[src/logic/ddbpl_pkg.sv]
/*
 * Shared constants for the parallel-load DAC controller: register map,
 * field positions, reset values, pin timing and sequencer states.
 * Assumes a 20 MHz system clock; all times are rounded to whole cycles.
 */
`default_nettype none

package ddbpl_pkg;

    // ********************************************************
    // register map (byte addresses, one word each)
    // ********************************************************
    localparam logic [7:0] REG_CTRL   = 8'h00;
    localparam logic [7:0] REG_CODE   = 8'h04;
    localparam logic [7:0] REG_STATUS = 8'h08;

    // control fields
    localparam int CTRL_GO          = 0;
    localparam int CTRL_BYTE_MODE   = 1;
    localparam int CTRL_TRANSPARENT = 2;
    localparam int CTRL_CLEAR       = 3;
    // status fields
    localparam int STAT_BUSY        = 0;
    localparam int STAT_DONE        = 1;
    localparam int STAT_CLEARING    = 2;
    localparam int STAT_CODE_LSB    = 16;

    localparam int CODE_W = 10;
    localparam logic [CODE_W-1:0] CODE_RESET = 10'h000;
    localparam logic [1:0] SUB_LSB_ZERO = 2'h0;

    // ********************************************************
    // pin timing
    // ********************************************************
    localparam int CLK_PERIOD_NS = 50;
    localparam int SETUP_NS      = 50;
    localparam int WR_PULSE_NS   = 100;
    localparam int DATA_HOLD_NS  = 50;
    localparam int LOAD_PULSE_NS = 100;
    localparam int LOAD_HOLD_NS  = 50;

    localparam int SETUP_CYC = (SETUP_NS + CLK_PERIOD_NS - 1) / CLK_PERIOD_NS;
    localparam int WR_CYC    = (WR_PULSE_NS + CLK_PERIOD_NS - 1)
                               / CLK_PERIOD_NS;
    localparam int HOLD_CYC  = (DATA_HOLD_NS + CLK_PERIOD_NS - 1)
                               / CLK_PERIOD_NS;
    localparam int LOAD_CYC  = (LOAD_PULSE_NS + CLK_PERIOD_NS - 1)
                               / CLK_PERIOD_NS;
    localparam int LOAD_HOLD_CYC = (LOAD_HOLD_NS + CLK_PERIOD_NS - 1)
                                   / CLK_PERIOD_NS;

    localparam int TIMER_W = 4;

    // ********************************************************
    // sequencer states, gray coded along the write path
    // ********************************************************
    typedef enum logic [2:0] {
        ST_IDLE   = 3'h0,
        ST_SETUP  = 3'h1,
        ST_STROBE = 3'h3,
        ST_HOLD   = 3'h2,
        ST_LOAD   = 3'h6
    } ddbpl_state_t;

endpackage : ddbpl_pkg

`default_nettype wire

[src/logic/ddbpl_timer.sv]
/*
 * Down-counter that times each phase of the pin sequence.
 * Assumes the caller loads it with the phase length minus one.
 */
`timescale 1ns/100ps
`default_nettype none

module ddbpl_timer
    import ddbpl_pkg::*;
#(
    parameter int W = TIMER_W
) (
    input  wire logic         clk_sys,
    input  wire logic         srst,
    input  wire logic         load,
    input  wire logic [W-1:0] loadValue,
    output logic              expired
);

    logic [W-1:0] count;
    logic [W-1:0] next_count;

    always_comb begin
        if (load) begin
            next_count = loadValue;
        end else if (count != '0) begin
            next_count = count - 1'b1;
        end else begin
            next_count = count;
        end
    end

    always_ff @(posedge clk_sys) begin
        if (srst) begin
            count <= '0;
        end else begin
            count <= next_count;
        end
    end

    assign expired = (count == '0);

endmodule : ddbpl_timer

`default_nettype wire

[src/logic/ddbpl_host.sv]
/*
 * Host-side controller for a double-buffered parallel-load DAC.
 * Software writes a 10-bit code over APB and starts a load; the
 * sequencer drives chip select, write, nibble selects, data pins,
 * load strobe and clear of the converter.
 * Assumes the converter's data pins are wired as dacDataPins[3:0] to
 * the shared low group and dacDataPins[7:4] to the D2..D5 group; with a
 * 4-bit wiring both groups carry the same nibble.
 */
// Added by the designer: the register offsets and the APB register port.
`timescale 1ns/100ps
`default_nettype none

// Contract
// - Load strobe lowered by write rise stays low 50ns after.
// - Host writes zeros into both sub-LSB positions.
// - 4-bit host parallels low pins with D2..D5, three nibble writes.
// - With strobe high, high nibble and byte in any order, then pulse.
// - Strobe held low: byte first, then high nibble, two cycles.
module ddbpl_host
    import ddbpl_pkg::*;
#(
    parameter int ADDR_W = 8
) (
    input  wire logic              clk_sys,
    input  wire logic              srst,
    input  wire logic [ADDR_W-1:0] paddr,
    input  wire logic              psel,
    input  wire logic              penable,
    input  wire logic              pwrite,
    input  wire logic [31:0]       pwdata,
    output logic      [31:0]       prdata,
    output logic                   pready,
    output logic                   pslverr,
    output logic                   dacChipSelectN,
    output logic                   dacWriteN,
    output logic                   dacLoadStrobeN,
    output logic                   latchClearN,
    output logic                   nibbleSelectFirst,
    output logic                   nibbleSelectSecond,
    output logic      [7:0]        dacDataPins
);

    // ********************************************************
    // pin pattern for one write step
    // ********************************************************
    // returns {first select, second select, eight data pins}
    function automatic logic [9:0] stepPins(input logic [1:0]  step,
                                            input logic        byteMode,
                                            input logic [11:0] word);
        logic [3:0] nib;
        nib = 4'h0;
        if (byteMode) begin
            if (step == 2'h0) begin
                stepPins = {2'b00, word[7:0]};
            end else begin
                nib = word[11:8];
                stepPins = {2'b11, nib, nib};
            end
        end else begin
            case (step)
                2'h0: begin
                    nib = word[3:0];
                    stepPins = {2'b01, nib, nib};
                end
                2'h1: begin
                    nib = word[7:4];
                    stepPins = {2'b10, nib, nib};
                end
                default: begin
                    nib = word[11:8];
                    stepPins = {2'b11, nib, nib};
                end
            endcase
        end
    endfunction : stepPins

    // ********************************************************
    // register file
    // ********************************************************
    logic                ctrlByteMode;
    logic                ctrlTransparent;
    logic                ctrlClear;
    logic [CODE_W-1:0]   codeReg;
    logic                doneFlag;
    logic                goPulse;
    logic                next_ctrlByteMode;
    logic                next_ctrlTransparent;
    logic                next_ctrlClear;
    logic [CODE_W-1:0]   next_codeReg;
    logic                next_doneFlag;
    logic                next_goPulse;
    logic [31:0]         next_prdata;
    logic                next_pready;
    logic                next_pslverr;

    logic                busy;
    logic                finishEvent;
    logic [CODE_W-1:0]   lastCode;
    logic                accessEdge;
    logic                wrAccess;
    logic                mapped;
    logic [7:0]          regAddr;

    assign regAddr    = 8'(paddr);
    assign accessEdge = psel & penable & pready;
    assign wrAccess   = accessEdge & pwrite;
    assign mapped     = (regAddr == REG_CTRL) || (regAddr == REG_CODE)
                        || (regAddr == REG_STATUS);

    always_comb begin
        next_ctrlByteMode    = ctrlByteMode;
        next_ctrlTransparent = ctrlTransparent;
        next_ctrlClear       = ctrlClear;
        next_codeReg         = codeReg;
        next_goPulse         = 1'b0;
        next_doneFlag        = doneFlag;
        next_prdata          = prdata;
        // one wait state: ready rises in the second access cycle
        next_pready          = psel & penable & ~pready;
        next_pslverr         = psel & penable & ~pready & ~mapped;
        if (psel && penable && !pready) begin
            next_prdata = 32'h0;
            case (regAddr)
                REG_CTRL: begin
                    next_prdata[CTRL_BYTE_MODE]   = ctrlByteMode;
                    next_prdata[CTRL_TRANSPARENT] = ctrlTransparent;
                    next_prdata[CTRL_CLEAR]       = ctrlClear;
                end
                REG_CODE: begin
                    next_prdata[CODE_W-1:0] = codeReg;
                end
                REG_STATUS: begin
                    next_prdata[STAT_BUSY]     = busy;
                    next_prdata[STAT_DONE]     = doneFlag;
                    next_prdata[STAT_CLEARING] = ~latchClearN;
                    next_prdata[STAT_CODE_LSB +: CODE_W] = lastCode;
                end
                default: begin
                    next_prdata = 32'h0;
                end
            endcase
        end
        if (wrAccess) begin
            case (regAddr)
                REG_CTRL: begin
                    next_ctrlByteMode    = pwdata[CTRL_BYTE_MODE];
                    next_ctrlTransparent = pwdata[CTRL_TRANSPARENT];
                    next_ctrlClear       = pwdata[CTRL_CLEAR];
                    next_goPulse         = pwdata[CTRL_GO];
                end
                REG_CODE: begin
                    next_codeReg = pwdata[CODE_W-1:0];
                end
                REG_STATUS: begin
                    if (pwdata[STAT_DONE]) begin
                        next_doneFlag = 1'b0;
                    end
                end
                default: begin
                    next_codeReg = codeReg;
                end
            endcase
        end
        // a finish in the clearing cycle is not lost
        if (finishEvent) begin
            next_doneFlag = 1'b1;
        end
    end

    always_ff @(posedge clk_sys) begin
        if (srst) begin
            ctrlByteMode    <= 1'b0;
            ctrlTransparent <= 1'b0;
            ctrlClear       <= 1'b0;
            codeReg         <= CODE_RESET;
            doneFlag        <= 1'b0;
            goPulse         <= 1'b0;
            prdata          <= 32'h0;
            pready          <= 1'b0;
            pslverr         <= 1'b0;
        end else begin
            ctrlByteMode    <= next_ctrlByteMode;
            ctrlTransparent <= next_ctrlTransparent;
            ctrlClear       <= next_ctrlClear;
            codeReg         <= next_codeReg;
            doneFlag        <= next_doneFlag;
            goPulse         <= next_goPulse;
            prdata          <= next_prdata;
            pready          <= next_pready;
            pslverr         <= next_pslverr;
        end
    end

    // ********************************************************
    // pin sequencer
    // ********************************************************
    ddbpl_state_t        state;
    ddbpl_state_t        next_state;
    logic [1:0]          step;
    logic [1:0]          next_step;
    logic [11:0]         word;
    logic [11:0]         next_word;
    logic                seqByte;
    logic                seqTransp;
    logic                next_seqByte;
    logic                next_seqTransp;
    logic [CODE_W-1:0]   next_lastCode;
    logic                next_csN;
    logic                next_wrN;
    logic                next_loadN;
    logic [9:0]          next_pins;
    logic                timerLoad;
    logic [TIMER_W-1:0]  timerValue;
    logic                expired;
    logic [9:0]          firstPins;
    logic [9:0]          followPins;
    logic [1:0]          lastStep;

    ddbpl_timer #(
        .W (TIMER_W)
    ) u_timer (
        .clk_sys   (clk_sys),
        .srst      (srst),
        .load      (timerLoad),
        .loadValue (timerValue),
        .expired   (expired)
    );

    assign busy       = (state != ST_IDLE);
    // sub-LSBs always zero so the code lands in the upper ten bits
    assign firstPins  = stepPins(2'h0, ctrlByteMode,
                                 {codeReg, SUB_LSB_ZERO});
    assign followPins = stepPins(step + 2'h1, seqByte, word);
    assign lastStep   = seqByte ? 2'h1 : 2'h2;

    always_comb begin
        next_state     = state;
        next_step      = step;
        next_word      = word;
        next_seqByte   = seqByte;
        next_seqTransp = seqTransp;
        next_lastCode  = lastCode;
        next_csN       = dacChipSelectN;
        next_wrN       = dacWriteN;
        next_loadN     = dacLoadStrobeN;
        next_pins      = {nibbleSelectFirst, nibbleSelectSecond,
                          dacDataPins};
        timerLoad      = 1'b0;
        timerValue     = '0;
        finishEvent    = 1'b0;
        case (state)
            ST_IDLE: begin
                if (goPulse) begin
                    next_state     = ST_SETUP;
                    next_step      = 2'h0;
                    next_word      = {codeReg, SUB_LSB_ZERO};
                    next_seqByte   = ctrlByteMode;
                    next_seqTransp = ctrlTransparent;
                    next_pins      = firstPins;
                    next_csN       = 1'b0;
                    // strobe low through the writes makes it transparent
                    next_loadN     = ~ctrlTransparent;
                    timerLoad      = 1'b1;
                    timerValue     = TIMER_W'(SETUP_CYC - 1);
                end
            end
            ST_SETUP: begin
                if (expired) begin
                    next_state = ST_STROBE;
                    next_wrN   = 1'b0;
                    timerLoad  = 1'b1;
                    timerValue = TIMER_W'(WR_CYC - 1);
                end
            end
            ST_STROBE: begin
                if (expired) begin
                    next_state = ST_HOLD;
                    next_wrN   = 1'b1;
                    timerLoad  = 1'b1;
                    timerValue = TIMER_W'(HOLD_CYC - 1);
                end
            end
            ST_HOLD: begin
                if (expired) begin
                    timerLoad = 1'b1;
                    if (step == lastStep) begin
                        next_state = ST_LOAD;
                        next_csN   = 1'b1;
                        // copy with chip select high, or keep strobe
                        // low long enough after the last write rise
                        next_loadN = 1'b0;
                        timerValue = seqTransp
                            ? TIMER_W'(LOAD_HOLD_CYC - 1)
                            : TIMER_W'(LOAD_CYC - 1);
                    end else begin
                        next_state = ST_SETUP;
                        next_step  = step + 2'h1;
                        next_csN   = 1'b0;
                        next_pins  = followPins;
                        timerValue = TIMER_W'(SETUP_CYC - 1);
                    end
                end
            end
            ST_LOAD: begin
                if (expired) begin
                    // rising strobe is where the converter keeps the word
                    next_state    = ST_IDLE;
                    next_loadN    = 1'b1;
                    next_lastCode = word[11:2];
                    finishEvent   = 1'b1;
                end
            end
            default: begin
                next_state = ST_IDLE;
                next_csN   = 1'b1;
                next_wrN   = 1'b1;
                next_loadN = 1'b1;
            end
        endcase
    end

    always_ff @(posedge clk_sys) begin
        if (srst) begin
            state              <= ST_IDLE;
            step               <= 2'h0;
            word               <= 12'h000;
            seqByte            <= 1'b0;
            seqTransp          <= 1'b0;
            lastCode           <= CODE_RESET;
            dacChipSelectN     <= 1'b1;
            dacWriteN          <= 1'b1;
            dacLoadStrobeN     <= 1'b1;
            // clear asserted during reset zeroes the converter too
            latchClearN        <= 1'b0;
            nibbleSelectFirst  <= 1'b0;
            nibbleSelectSecond <= 1'b0;
            dacDataPins        <= 8'h00;
        end else begin
            state              <= next_state;
            step               <= next_step;
            word               <= next_word;
            seqByte            <= next_seqByte;
            seqTransp          <= next_seqTransp;
            lastCode           <= next_lastCode;
            dacChipSelectN     <= next_csN;
            dacWriteN          <= next_wrN;
            dacLoadStrobeN     <= next_loadN;
            latchClearN        <= ~ctrlClear;
            nibbleSelectFirst  <= next_pins[9];
            nibbleSelectSecond <= next_pins[8];
            dacDataPins        <= next_pins[7:0];
        end
    end

endmodule : ddbpl_host

`default_nettype wire

[config.mk]
export PLATFORM = sky130hd
export DESIGN_NAME = ddbpl_host
export DESIGN_NICKNAME = d
export VERILOG_FILES = /design/src/logic/ddbpl_pkg.sv /design/src/logic/ddbpl_timer.sv /design/src/logic/ddbpl_host.sv
export SDC_FILE = /design/constraint.sdc
export NUM_CORES = 1
export LEC_CHECK = 0
export BUFFER_PORTS_ARGS = -buffer_cell sky130_fd_sc_hd__buf_2
export CORE_AREA = 2 2 100 102
export CTS_CLUSTER_SIZE = 30
export DETAILED_ROUTE_END_ITERATION = 12
export DIE_AREA = 0 0 102 104
export HOLD_SLACK_MARGIN = 0.05
export PLACE_DENSITY_LB_ADDON = 0.12
export SYNTH_ARGS = -nofsm -noshare
export SYNTH_HDL_FRONTEND = slang
export SYNTH_SLANG_ARGS = --single-unit
[constraint.sdc]
create_clock -name clk_sys -period 5.5 [get_ports clk_sys]
set_clock_uncertainty 0.15 [all_clocks]
set_input_delay 0.275 -clock clk_sys [delete_from_list [all_inputs] [get_ports clk_sys]]
set_output_delay 0.275 -clock clk_sys [all_outputs]
set_load 0.01 [all_outputs]
==> reports/results.env <==
SYNTH_LARGEST_TYPE_AREA_FRACTION_PCT=44.3
ROUTED_VIA_DENSITY=5.19
POST_ROUTE_DRC_VIOLATION_COUNT=0
FINAL-HOLD-VIOLATION-COUNT=0
GRT_OVERFLOW_TOTAL=0
REGTOREGSTARTPOINT='pready$_SDFF_PP0_'
MAX_FREQ_MHz=347
YOSYS_MOST_USED_DFF='sky130_fd_sc_hd__dfxtp_1'
YS.WARNINGS.COUNT=0
P_PER_AREA_nW_PER_UM2=273
INITIAL_ANTENNA_VIOLATION_COUNT=0
CTS_MAX_LEVEL=3
CTS-ROOT-BUF='sky130_fd_sc_hd__clkbuf_8'
GRT_PASS1_VIAS=2980
SYNTH.CELLS.MOST_FREQUENT='sky130_fd_sc_hd__dfxtp_1 (82), sky130_fd_sc_hd__nor2_1 (54), sky130_fd_sc_hd__nand2_1 (38)'
PORTBUFFERS=58
SYNTH_AREA_LEADER_CELL='sky130_fd_sc_hd__dfxtp_1'
RUN_STATUS='completed'
DIE_HEIGHT_UM=104
HOLD_PATH_DEPTH=3
MAX_SLEW_MARGIN_PCT=21.4
WORST-SETUP-PATH-TYPE='flip-flop to flip-flop'
CRIT_PATH_MAX_FANOUT=26
CTS_BUFFERS=9
LEAKAGE_POWER_OF_THE_DESIGN_nW=1.66
TIMING_MAX_TRANSITION_VIOLATIONS_FINAL=0
FP.COREAREA_UM2=9550
CRIT_SLOWEST_CELL='sky130_fd_sc_hd__nor4_2'
DIE_W_UM=102
FINAL-SETUP-VIOL-COUNT=0
START_UTIL_PCT=38.8
WORST_IR_DROP_VDD_mV=0.154
FINAL_NETS=526
CTS_TREE='built'
CELLS_TAKING_THE_MOST_AREA_AFTER_SYNTHESIS='sky130_fd_sc_hd__dfxtp_1 (44%), sky130_fd_sc_hd__mux2i_1 (7.6%), sky130_fd_sc_hd__nor2_1 (5.5%), sky130_fd_sc_hd__a21oi_1 (4.5%), sky130_fd_sc_hd__a22oi_1 (3.8%)'
SEQUENTIAL_TO_TOTAL_AREA_SHARE_FROM_YOSYS_STAT_PCT=44.3
R2R.WORST_PATH.CELLS=4
FRACTION_OF_REGISTERS_WITH_ASYNC_SET_OR_RESET_AFTER_SYNTHESIS_PCT=0
CRITICAL_PATH_ARRIVAL_PS=3020
PLACE.GP.CONGESTION=0.811
DIE-AREA_UM2=10600
DRT-WIRELENGTH-PER-CELL_UM=15.0
RSZ_0062_RAISED_AFTER_GLOBAL_ROUTING='false'
CTS_NUM_SINKS=82
ANTENNA_CELLS=0
DETAILEDPLACE.WORSTSLACK_PS=2570
FINAL_CRITICAL_PATH_SETUP_SLACK_PS=2620
WORST_SLEW_PIN_SLEW_PS=1170
CTS.PATH.MAX_BUFFERS=2
CRITICAL_PATH_ENDPOINT_CATEGORY='flip-flop'
START_KIND='flip-flop'
POST_SYN_INSTANCES=427
FIRST_PASS_GRT_WIRE_LENGTH_UM=15300
SYNTH.FF_LATCH_COUNT=82
LAYOUT_STAGE_AREA_GROWTH_OVER_THE_SYNTHESIS_RESULT_PCT=16.5
ANTENNA_VIOLATING_NETS_POST_ROUTE=0
CRITPATHREQUIREDTIME_PS=5650
NETLIST_AREA_UM2=3710
MIN_PERIOD_OVER_PERIOD_PCT=52.3
CP_CELL_SEQUENCE='nand3b_1 > nor4_2 > a22oi_1 > nor2_1'
CLKLATENCYLATEPIN_PS=360
SYNTH_ENABLE_FLOP_CELLS=0
VIAS=3194
DP_HPWL_UM=6290
LAYOUT-DRIVE-GT1-SHARE_PCT=18.8
WORST_PATH_DOMINANT_CELL_FAMILY='simple AND/OR/NAND/NOR gates'
REGTOREGSETUPSLACK_PS=2620
YOSYS.CELL_COUNT.TOP_TYPE='sky130_fd_sc_hd__dfxtp_1'
GRT_START_MAX_NET_PINS=77
DETAILEDROUTE.FIRSTITERATIONVIOLATIONS=145
PLACEMENT_ROWS=36
CLK_PIN_SLEW_WORST_PATHS_PS=90
POST_SYNTH.CELL_AREA_AVG_UM2=8.69
POST_CTS_BUFFERS=0
HOLDCRITPATHCLASS='input port to flip-flop'
CRITPATHMAXSTAGEDELAY_PS=1210
WORST-PATH-BUF-INV=0
LAYOUT_MIN_CYCLE_TIME_PS=2880
TOTALPOWERFINAL_mW=1.18
FIN_SETUP_TNS_PS=0
PIN_COUNT=93
GROUTE.USAGE.OVERALL_PCT=18.0
HOLD_PATH.STARTPOINT='paddr[2]'
SYNTH.DISTINCT_CELLS=59
HOLDPATHEND='pslverr$_SDFF_PP0_'
MAX_CAP_VIOLATIONS=0
DRT_PRE_ANTENNA_ITERS=4
WORST_R2R_ENDPOINT='prdata[20]$_SDFFE_PP0P_'
FINAL_ROUTED_WIRELENGTH_UM=9250
## cells by family after synthesis
family	after synthesis	synth area share, %
AOI/OAI and AO/OA	106	19.3
adders and majority gates	3	1.01
buffers and inverters	51	6.61
DFF	82	44.3
muxes	29	7.86
other	1	0.101
and+or+nand+nor	155	20.8
## flip-flops by register name, indices dropped and copies added, names as in the netlist, 2 cells and up
name and count:
prdata 20, lastCode 10, word 10, step 2, codeReg 10, u_timer.count 4
dacDataPins 8, state 3
## power breakdown
group / total (mW) / switching [mW] / internal [mW]
sequential: 0.615 / 0.0104 / 0.605
combinational: 0.142 / 0.0928 / 0.0489
clock: 0.421 / 0.247 / 0.173
total: 1.18 / 0.350 / 0.827
## area by class of cell
| cell class | instances | area, um^2 |
|---|---|---|
| inverters | 8 | 30.0 |
| clock inverters | 7 | 61.3 |
| fillers | 995 | 5230 |
| flip-flops and latches | 82 | 1640 |
| clock buffers | 9 | 124 |
| repair buffers | 72 | 420 |
| multi-input cells | 305 | 1880 |
| well taps | 133 | 166 |
## cell usage in the layout (no fill, tap or decap), types with 3 or more instances in the layout
master	synthesis	layout
sky130_fd_sc_hd__a211oi_1	4	4
sky130_fd_sc_hd__a21boi_0	4	4
sky130_fd_sc_hd__a21oi_1	33	33
sky130_fd_sc_hd__a22oi_1	19	19
sky130_fd_sc_hd__and3_1	7	7
sky130_fd_sc_hd__buf_2	7	58
sky130_fd_sc_hd__buf_4	12	4
sky130_fd_sc_hd__clkbuf_8	0	9
sky130_fd_sc_hd__conb_1	1	12
sky130_fd_sc_hd__dfxtp_1	82	82
sky130_fd_sc_hd__dlygate4sd3_1	0	10
sky130_fd_sc_hd__ha_1	3	3
sky130_fd_sc_hd__inv_1	8	8
sky130_fd_sc_hd__mux2i_1	28	28
sky130_fd_sc_hd__nand2_1	38	38
sky130_fd_sc_hd__nand2b_1	6	6
sky130_fd_sc_hd__nand3_1	5	5
sky130_fd_sc_hd__nand3b_1	4	4
sky130_fd_sc_hd__nand4_1	3	3
sky130_fd_sc_hd__nor2_1	54	54
sky130_fd_sc_hd__nor2b_1	6	6
sky130_fd_sc_hd__nor3_1	9	9
sky130_fd_sc_hd__nor3b_1	4	4
sky130_fd_sc_hd__o2111ai_1	3	3
sky130_fd_sc_hd__o21ai_0	15	15
sky130_fd_sc_hd__o31ai_1	4	4
sky130_fd_sc_hd__or4_1	3	3
## worst max path at each step
stage | startpoint | cells after the start | endpoint | slack, ps
5_1_grt | pready$_SDFF_PP0_ | 4 | prdata[20]$_SDFFE_PP0P_ | 2330
2_1_floorplan | u_timer.count[0]$_SDFFE_PP0P_ | 7 | dacDataPins[7]$_SDFFE_PP0P_ | 3360
4_1_cts | pready$_SDFF_PP0_ | 4 | prdata[20]$_SDFFE_PP0P_ | 2550
6_report | pready$_SDFF_PP0_ | 4 | prdata[20]$_SDFFE_PP0P_ | 2620
3_3_place_gp | pready$_SDFF_PP0_ | 4 | prdata[18]$_SDFFE_PP0P_ | 2610
3_5_place_dp | pready$_SDFF_PP0_ | 4 | prdata[20]$_SDFFE_PP0P_ | 2570
## worst min-delay path, delay by kind of cell
family                 cells  cell delay, ps
AND/OR/NAND/NOR            1              60
buffers and inverters      1             150
AO/OA/AOI/OAI              1             130
## metal layers
metal	GRT usage, %	routed length (um)	vias up
met1	25.8	4500	1516
met2	26.9	4290	65
li1	-	-	1607
met4	5.52	81	0
met5	0	0	-
met3	4.10	372	6
## timing repair
action,CTS,global route
gates resized for setup,0,0
hold buffers,10,0
endpoints found under the hold margin,14,0
## stage by stage
step | cells | util [%] | area, um^2 | hold slack (ps)
2_1_floorplan | 438 | - | 3750 | 262
3_3_place_gp | 590 | 42.2 | 4030 | 289
3_5_place_dp | 590 | 42.2 | 4030 | 292
4_1_cts | 616 | 45.2 | 4320 | 123
5_1_grt | 616 | 45.2 | 4320 | 178
6_report | 616 | 45.2 | 4320 | 150
Note: power is estimated with default switching activity, not from simulation.
